## config.mk

```make
export PLATFORM = sky130hd
export DESIGN_NAME = program_memory_indirect_read
export DESIGN_NICKNAME = d
export VERILOG_FILES = /design/src/hdl/pm_read_pkg.sv /design/src/hdl/program_memory_indirect_read.sv /design/src/hdl/stall_counter.sv
export SDC_FILE = /design/constraint.sdc
export NUM_CORES = 1
export LEC_CHECK = 0
export BUFFER_PORTS_ARGS = -buffer_cell sky130_fd_sc_hd__buf_2
export CORE_UTILIZATION = 49
export CTS_CLUSTER_SIZE = 30
export DETAILED_ROUTE_END_ITERATION = 8
export PLACE_DENSITY_LB_ADDON = 0.05
export REMOVE_ABC_BUFFERS = 1
export SLEW_MARGIN = 20
export SYNTH_ARGS = -nofsm -noshare
export SYNTH_HDL_FRONTEND = slang
export SYNTH_HIERARCHICAL = 1
export SYNTH_SLANG_ARGS = --single-unit
```

## constraint.sdc

```tcl
create_clock -name CLK_SYS -period 3.97 [get_ports CLK_SYS]
set_input_delay 0.397 -clock CLK_SYS [delete_from_list [all_inputs] [get_ports CLK_SYS]]
set_output_delay 0.397 -clock CLK_SYS [all_outputs]
set_load 0.01 [all_outputs]
```

## src/hdl/pm_read_pkg.sv

```systemverilog
package pm_read_pkg;
    localparam int PTR_W       = 16;
    localparam int SEL_BIT     = 15;
    localparam int DATA_ADDR_W = 12;
    localparam int PM_ADDR_W   = 15;
    localparam int WORD_W      = 14;
    localparam int BYTE_W      = 8;
    localparam int EXTRA_CYC   = 1;
    localparam logic [7:0] BYTE_RST = 8'h00;
    localparam logic [11:0] DADDR_RST = 12'h000;
endpackage

```

## src/hdl/program_memory_indirect_read.sv

```systemverilog
`timescale 1ns/1ns
// Notes on behaviour
// - pointer high byte bit 7 set routes indirect reads to program memory
// - program memory read returns only low eight bits of the word
// - indirect writes while program memory selected are dropped
// - program memory indirect access takes exactly one extra cycle
// - select clear: pointer 0x000-0xfff is absolute data address
module program_memory_indirect_read (
    // clock and reset
    input  wire logic        CLK_SYS,
    input  wire logic        RSTN,
    // indirect pointer
    input  wire logic [7:0]  INDIRECT_POINTER_HIGH,
    input  wire logic [7:0]  INDIRECT_POINTER_LOW,
    // core access through the indirect access port
    input  wire logic        PORT_RD,
    input  wire logic        PORT_WR,
    input  wire logic [7:0]  PORT_WDATA,
    // program memory read side
    output logic [14:0]      PM_ADDR,
    output logic             PM_RD,
    input  wire logic [13:0] PM_RDATA,
    // data memory side
    output logic [11:0]      DM_ADDR,
    output logic             DM_RD,
    output logic             DM_WR,
    output logic [7:0]       DM_WDATA,
    input  wire logic [7:0]  DM_RDATA,
    // answer to the core
    output logic [7:0]       WORK_DATA,
    output logic             WORK_VALID,
    output logic             CORE_STALL
);
    logic [15:0] ptr;
    logic        pm_sel;
    logic        pm_go;
    logic        busy;
    logic        dm_go;
    logic        wr_go;
    logic [14:0] pm_addr_q;
    logic [14:0] pm_addr_d;
    logic        pm_rd_q;
    logic        pm_rd_d;
    logic [11:0] dm_addr_q;
    logic [11:0] dm_addr_d;
    logic        dm_rd_q;
    logic        dm_rd_d;
    logic        dm_wr_q;
    logic        dm_wr_d;
    logic [7:0]  dm_wdata_q;
    logic [7:0]  dm_wdata_d;
    logic [7:0]  work_q;
    logic [7:0]  work_d;
    logic        valid_q;
    logic        valid_d;
    logic        stall_q;
    logic        stall_d;
    logic        pm_wait_q;
    logic        pm_wait_d;
    logic        dm_wait_q;
    logic        dm_wait_d;

    assign ptr    = {INDIRECT_POINTER_HIGH, INDIRECT_POINTER_LOW};
    assign pm_sel = ptr[pm_read_pkg::SEL_BIT];
    // new accesses are ignored while an extended one is still running
    assign pm_go  = PORT_RD && pm_sel && !busy && !pm_wait_q;
    assign dm_go  = PORT_RD && !pm_sel && !busy && !pm_wait_q;
    // a write aimed at program memory never reaches any memory
    assign wr_go  = PORT_WR && !pm_sel && !busy && !pm_wait_q;

    stall_counter u_stall (
        .clk   (CLK_SYS),
        .rstn  (RSTN),
        .start (pm_go),
        .busy  (busy)
    );

    // program memory path: address, strobe and the extra cycle
    always_comb begin
        pm_addr_d = pm_addr_q;
        pm_rd_d   = 1'b0;
        stall_d   = 1'b0;
        pm_wait_d = 1'b0;
        if (pm_go) begin
            pm_addr_d = ptr[pm_read_pkg::PM_ADDR_W-1:0];
            pm_rd_d   = 1'b1;
            stall_d   = 1'b1;
            pm_wait_d = 1'b1;
        end
    end

    always_ff @(posedge CLK_SYS or negedge RSTN) begin
        if (!RSTN) begin
            pm_addr_q <= 15'h0000;
            pm_rd_q   <= 1'b0;
            stall_q   <= 1'b0;
            pm_wait_q <= 1'b0;
        end else begin
            pm_addr_q <= pm_addr_d;
            pm_rd_q   <= pm_rd_d;
            stall_q   <= stall_d;
            pm_wait_q <= pm_wait_d;
        end
    end

    // data memory path: read and write share one address register
    always_comb begin
        dm_addr_d  = dm_addr_q;
        dm_rd_d    = 1'b0;
        dm_wr_d    = 1'b0;
        dm_wdata_d = dm_wdata_q;
        dm_wait_d  = 1'b0;
        if (dm_go) begin
            dm_addr_d = ptr[pm_read_pkg::DATA_ADDR_W-1:0];
            dm_rd_d   = 1'b1;
            dm_wait_d = 1'b1;
        end
        if (wr_go) begin
            dm_addr_d  = ptr[pm_read_pkg::DATA_ADDR_W-1:0];
            dm_wr_d    = 1'b1;
            dm_wdata_d = PORT_WDATA;
        end
    end

    always_ff @(posedge CLK_SYS or negedge RSTN) begin
        if (!RSTN) begin
            dm_addr_q  <= pm_read_pkg::DADDR_RST;
            dm_rd_q    <= 1'b0;
            dm_wr_q    <= 1'b0;
            dm_wdata_q <= pm_read_pkg::BYTE_RST;
            dm_wait_q  <= 1'b0;
        end else begin
            dm_addr_q  <= dm_addr_d;
            dm_rd_q    <= dm_rd_d;
            dm_wr_q    <= dm_wr_d;
            dm_wdata_q <= dm_wdata_d;
            dm_wait_q  <= dm_wait_d;
        end
    end

    // answer to the core: memories are read combinationally one cycle late
    always_comb begin
        work_d  = work_q;
        valid_d = 1'b0;
        if (pm_wait_q) begin
            work_d  = PM_RDATA[pm_read_pkg::BYTE_W-1:0];
            valid_d = 1'b1;
        end
        if (dm_wait_q) begin
            work_d  = DM_RDATA;
            valid_d = 1'b1;
        end
    end

    always_ff @(posedge CLK_SYS or negedge RSTN) begin
        if (!RSTN) begin
            work_q  <= pm_read_pkg::BYTE_RST;
            valid_q <= 1'b0;
        end else begin
            work_q  <= work_d;
            valid_q <= valid_d;
        end
    end

    assign PM_ADDR    = pm_addr_q;
    assign PM_RD      = pm_rd_q;
    assign DM_ADDR    = dm_addr_q;
    assign DM_RD      = dm_rd_q;
    assign DM_WR      = dm_wr_q;
    assign DM_WDATA   = dm_wdata_q;
    assign WORK_DATA  = work_q;
    assign WORK_VALID = valid_q;
    assign CORE_STALL = stall_q;
endmodule

```

## src/hdl/stall_counter.sv

```systemverilog
`timescale 1ns/1ns
module stall_counter (
    // clock and reset
    input  wire logic clk,
    input  wire logic rstn,
    // control
    input  wire logic start,
    output logic      busy
);
    logic [1:0] cnt_q;
    logic [1:0] cnt_d;

    always_comb begin
        cnt_d = cnt_q;
        if (start) begin
            cnt_d = 2'(pm_read_pkg::EXTRA_CYC);
        end else if (cnt_q != 2'h0) begin
            cnt_d = cnt_q - 2'h1;
        end
    end

    always_ff @(posedge clk or negedge rstn) begin
        if (!rstn) begin
            cnt_q <= 2'h0;
        end else begin
            cnt_q <= cnt_d;
        end
    end

    assign busy = (cnt_q != 2'h0);
endmodule

```

Word-level counts from Yosys, hierarchy flattened:

Cells that the tools add are included.

* flip-flop bits (word level): 49
* latch bits: 0
* RAM bits: 0
* ROM bits: 0
* input port bits: 50
* output and inout bits: 48
* word-level logic and storage cells: 37
* memories kept: 0

* add/subtract/negate cells: 1
* multipliers: 0
* div/mod/pow operators: 0
* $lt $le $gt $ge: 0
* equality and inequality tests: 0
* shift-type cells: 0
* muxes and demuxes: 11
* bitwise logic cells: 0
* reduce and logical (&&, ||, !) cells: 16

Operators by type and width (number)
* 2-to-1 mux 12 bit: 2
* 2-to-1 mux 8 bit: 2
* logical AND 1 bit: 9
* nonzero test 2 bit: 4
* 2-to-1 mux 1 bit: 5
* 2-to-1 mux 2 bit: 2
* logical NOT 1 bit: 3
* subtractor 2 x 1 -> 2 bit (second input constant): 1

Longest topological paths before layout:

* depth in word-level cells: 6
* mapped depth: 7
* gate-level depth less buffers: 6

Cells and area by module:

Netlist, hierarchy kept.

By module, submodules not included
* program_memory_indirect_read: times used 1, cells each 119, area each 1973.1 µm², sequential area each 1176.1 µm²
* stall_counter: times used 1, cells each 10, area each 107.6 µm², sequential area each 50.0 µm²

Worst setup path after synthesis:

OpenSTA, ideal clock, no wires.

* path type: register to register
* from: reg u_stall.cnt_q[0]
* to: reg pm_addr_q[10], in the netlist PM_ADDR[10]
* library setup time: 0.125 ns
* arrival time: 1.549 ns
* data required time: 3.845 ns
* path slack: 2.296 ns
* cell stages (with the launch flop): 8
* buffers on the path: 2
* period minus slack after synthesis: 1.674 ns
* cells stage by stage: dfrtp_1 inv_1 ha_1 inv_1 and4bb_1 buf_6 buf_6 mux2_4

* cells in the longest elaborated chain, start to end: 4

Ends and longest elaborated chain
* start: declaration: RTL line stall_counter.sv:10 `logic [1:0] cnt_q;`
* start signal: assignment: RTL line stall_counter.sv:26 `cnt_q <= cnt_d;`
* nonzero test 2 bit: RTL line stall_counter.sv:30 `assign busy = (cnt_q != 2'h0);`
* via busy: RTL line program_memory_indirect_read.sv:37 `logic busy;`
* logical NOT 1 bit: RTL line program_memory_indirect_read.sv:66 `assign pm_go = PORT_RD && pm_sel && !busy && !pm_wait_q;`
* logical AND 1 bit (2 in a row): RTL line program_memory_indirect_read.sv:66
* via pm_go: RTL line program_memory_indirect_read.sv:36 `logic pm_go;`
* end signal: assignment: RTL line program_memory_indirect_read.sv:99 `pm_addr_q <= pm_addr_d;`
* end: declaration: RTL line program_memory_indirect_read.sv:40 `logic [14:0] pm_addr_q;`

The timed path passes the listed nets, and every way through them passes these cells.
A chain may end at the register's enable or synchronous reset.

Worst setup path in the final report:

* from: reg u_stall.cnt_q[0]
* to: reg pm_addr_q[1], in the netlist PM_ADDR[1]

* cells in the longest elaborated chain, start to end: 4

Ends and longest elaborated chain (RTL line)
* nonzero test 2 bit: stall_counter.sv:30
* via busy: program_memory_indirect_read.sv:37
* logical NOT 1 bit: program_memory_indirect_read.sv:66
* logical AND 1 bit (2 in a row): program_memory_indirect_read.sv:66

The timed path passes the listed nets, and every way through them passes these cells.

==> results.txt <==
----------------------------------------------------
[Clock network]
  Cell at the root of the clock tree ... sky130_fd_sc_hd__clkbuf_8
  Count of instances resized after the clock tree is built ... 0
  Clock slew seen by the registers of the worst setup and hold paths ... 90 ps
  Number of clock buffers inserted by TritonCTS ... 5
  Number of H-tree levels ... 2
  TritonCTS clock tree ... done
  CTS Sinks ... a little under 50
  Maximum buffer depth of the clock tree ... 2
  Number of hold buffers added after CTS ... 0
  Clock latency of the later-clocked register in the worst-skew pair ... 290 ps
  Post-CTS setup-driven buffer insertion count ... 0

[Floorplanning]
  Chip width ... ~67 um
  Die height ... between 60 and 70 um
  Area enclosed by the die boundary ... 4511 um2
  Std-Cell Rows ... 23
  Placeable core area ... around 4000 um2
  I/O pin count ... 98
  Initial cell density of the core ... between 50% and 60%

[Critical path]
  Reg-to-reg startpoint ... u_stall/cnt_q[0]$_DFFE_PN0P_
  Worst reg-to-reg path cell count ... 5
  Worst r2r dst ... PM_ADDR[1]$_DFFE_PN0P_
  Buffers & Inverters on Critical Path ... 2
  Crit path max-delay cell type ... sky130_fd_sc_hd__and4bb_1
  Worst setup SP type ... flip-flop
  WS Path Type ... flip-flop to flip-flop
  Most repeated library cell on the critical path ... sky130_fd_sc_hd__inv_1
  Data arrival time of the critical path ... 2440 ps
  Crit. End Element ... flip-flop
  Peak per-stage delay on the critical path ... 950 ps
  Top cell family by delay on the critical path ... simple AND/OR/NAND/NOR gates
  Slack of the worst reg-to-reg path ... approximately 1700 ps
  Data required time at the worst endpoint ... 4150 ps
  Largest fanout on the critical path ... 18
  Ordered list of cells on the worst path ... inv_1, ha_1, inv_1, and4bb_1, mux2_2

[Route]
  WL/cell ... roughly 15 um
  Remaining antenna violation count ... 0
  Final WL ... between 4000 and 5000 um
  Number of violations reported at the end of detailed-routing iteration 0 ... 68
  Via count ... 1351
  1st-pass router iterations ... 4
  Remaining routing DRC violations ... 0
  Via density per instance ... between 4 and 5

[Yosys]
  Portion of synthesized cell area occupied by the leading cell type ... about three fifths
  Avg Synthesized Cell Area ... between 15 and 20 um2
  Number of enable flip-flop cells after synthesis ... 0
  Dominant synthesized flop cell ... sky130_fd_sc_hd__dfrtp_1
  Most frequently used cell type in the post-synthesis netlist ... sky130_fd_sc_hd__dfrtp_1
  Proportion of synthesized chip area in sequential cells ... slightly below 60%
  Summed instance area of the synthesized netlist ... 2081 um2
  Post-synthesis instance total ... approximately 130
  Dominant cells by area after synthesis ... sky130_fd_sc_hd__dfrtp_1 59%, sky130_fd_sc_hd__mux2_4 19%, sky130_fd_sc_hd__mux2_2 4.3%
  Yosys warning total ... 6
  Cell type with the largest total area after synthesis ... sky130_fd_sc_hd__dfrtp_1
  Share of async-settable or async-resettable flops after synthesis ... 100.0%
  Ranking of synthesized cells by instance count ... 49 x sky130_fd_sc_hd__dfrtp_1, 27 x sky130_fd_sc_hd__mux2_4
  Flip-flop and latch count after synthesis ... just under 50
  Distinct cell type count after synthesis ... 22

[Final layout]
  Growth of design area from synthesis to finish ... 25.08%
  Final-stage net count ... ~270
  Final std cell area, no fill ... about 2600 um2
  End-of-flow core utilization ... between 60% and 70%
  Number of inserted diodes ... 0
  Number of fill cells ... 332
  Layout cell share with drive strength beyond 1 ... a little under two thirds

[Timing]
  Worst hold slack after final layout ... 100.3 ps
  RSZ-0062 raised after global routing ... false
  Hold Fails Final Rpt ... 0
  Max-slew violations ... 0
  Fraction of the cycle the final worst path needs ... between 50% and 60%
  Worst-case clock skew ... about 6.5 ps
  Worst setup margin ... 1717 ps
  Maximum clock frequency ... around 440 MHz
  Total Negative Setup Slacks ... 0 ps
  Max-slew headroom ... between 30% and 40%
  Final critical-path required period ... 2253 ps
  Number of setup violations in the final report ... 0
  Pin slew with the least headroom to its limit ... 992.9 ps

[Worst hold path]
  Type of the most critical hold path ... input port to asynchronous set/reset pin

[Power]
  Power Density ... between 700 and 800 nW/um2
  Static leakage ... between 1 and 1.5 nW
  Worst IR drop on VDD ... 372.7 uV

[Run]
  Reported max-cap violation count ... 0

[GRT]
  Maximum number of pins on one net before global-route repair ... 50
  GR Overflow Total ... 0
  Wire length of the first global-routing pass ... roughly 6200 um
  Via count of the first global-routing pass ... around 1400
  Initial antenna violation count ... 0
  GRT Overall Usage ... a little under a fifth

[Placed design]
  Post-placement setup slack ... approximately 1700 ps
  I/O Buffers ... between 90 and 100
  Hpwl dp ... about 3000 um
  Routability-driven placement congestion ratio ... 0.7128
  Area after DPL ... 2514 um2

[Run status]
  Result of the run ... finished, final reports clean

----------------------------------------------------
[cell type report]
type                       instances  area (um2)  area share, %
sequential                        49        1226          47.12
multi-input combinational         70       758.2          29.13
timing repair buffer              91       457.9          17.60
clock buffer                       5       68.82          2.644
tap                               50       62.56          2.404
clock inverter                     3       17.52         0.6731
inverter                           3       11.26         0.4327
[routing by layer]
metal  vias up  global-route usage [%]  wire (um)  share of wire [%]
met4         0                   10.11         67                1.7
met5         -                       0          0                  0
met2        57                   32.63       2043                 51
met1       664                   22.17       1624                 40
met3         8                   4.899        278                6.9
li1        622                       -          -                  -
[layout by cell type, fill, tap and decap left out, drive strengths merged]
cell type / synthesis / routed
clkinvlp: 0 / 1
nand2b: 1 / 1
mux2: 35 / 35
or2: 1 / 1
clkinv: 0 / 2
a211oi: 1 / 1
and2: 2 / 2
clkbuf: 1 / 5
and4bb: 1 / 1
buf: 6 / 91
o21ai: 8 / 8
dfrtp: 49 / 49
xor2: 1 / 1
nor3: 1 / 1
nand2: 8 / 8
mux2i: 8 / 8
o21a: 1 / 1
ha: 1 / 1
inv: 3 / 3
nor2b: 1 / 1
[state kept, by name, summed over array words and instances, names as in the netlist]
signal,count
DM_ADDR,12
DM_WR,1
pm_wait_q,1
WORK_VALID,1
WORK_DATA,8
u_stall/cnt_q,2
dm_wait_q,1
DM_WDATA,8
PM_ADDR,15
[worst reg2reg max path, stage by stage, from the launching register on]
cell and delay, ps:
sky130_fd_sc_hd__dfrtp_1 400, sky130_fd_sc_hd__inv_1 60, sky130_fd_sc_hd__ha_1 190, sky130_fd_sc_hd__inv_1 120, sky130_fd_sc_hd__and4bb_1 950, sky130_fd_sc_hd__mux2_2 420
[logic make-up (layout without fill, tap and decap cells)]
kind of cell	count (synthesis)	count (layout)	share of synthesized area, %
xor+xnor	1	1	0.4210
flops	49	49	58.93
compound gates	10	10	3.247
buf+inv	10	102	4.630
simple gates	15	15	4.511
fa+ha+maj	1	1	0.6012
mux	43	43	27.66
[power by group]
| part | total, mW | switching (mW) | leakage, nW | internal (mW) |
|---|---|---|---|---|
| Combinational | 0.825 | 0.355 | 0.687 | 0.471 |
| Sequential | 0.870 | 0.133 | 0.596 | 0.737 |
| Clock | 0.275 | 0.154 | 0.0439 | 0.122 |
[worst max-delay path by stage]
stage | startpoint | endpoint | slack (ps) | depth (start not counted)
after floorplan | u_stall/cnt_q[0]$_DFFE_PN0P_ | PM_ADDR[0]$_DFFE_PN0P_ | 2000 | 5
after global placement | u_stall/cnt_q[0]$_DFFE_PN0P_ | PM_ADDR[5]$_DFFE_PN0P_ | 1750 | 5
after detailed placement | u_stall/cnt_q[0]$_DFFE_PN0P_ | PM_ADDR[1]$_DFFE_PN0P_ | 1680 | 5
after CTS | u_stall/cnt_q[0]$_DFFE_PN0P_ | PM_ADDR[1]$_DFFE_PN0P_ | 1660 | 5
after global routing | u_stall/cnt_q[0]$_DFFE_PN0P_ | PM_ADDR[2]$_DFFE_PN0P_ | 1540 | 5
final | u_stall/cnt_q[0]$_DFFE_PN0P_ | PM_ADDR[1]$_DFFE_PN0P_ | 1720 | 5
[per-stage QoR]
step | instances | power [mW]
6_report | 271 | 1.970
5_1_grt | 271 | 2.107
4_1_cts | 271 | 1.998
3_5_place_dp | 263 | 1.716
3_3_place_gp | 263 | 1.672
2_1_floorplan | 122 | 1.377
Power figures use the tool's default switching activity.
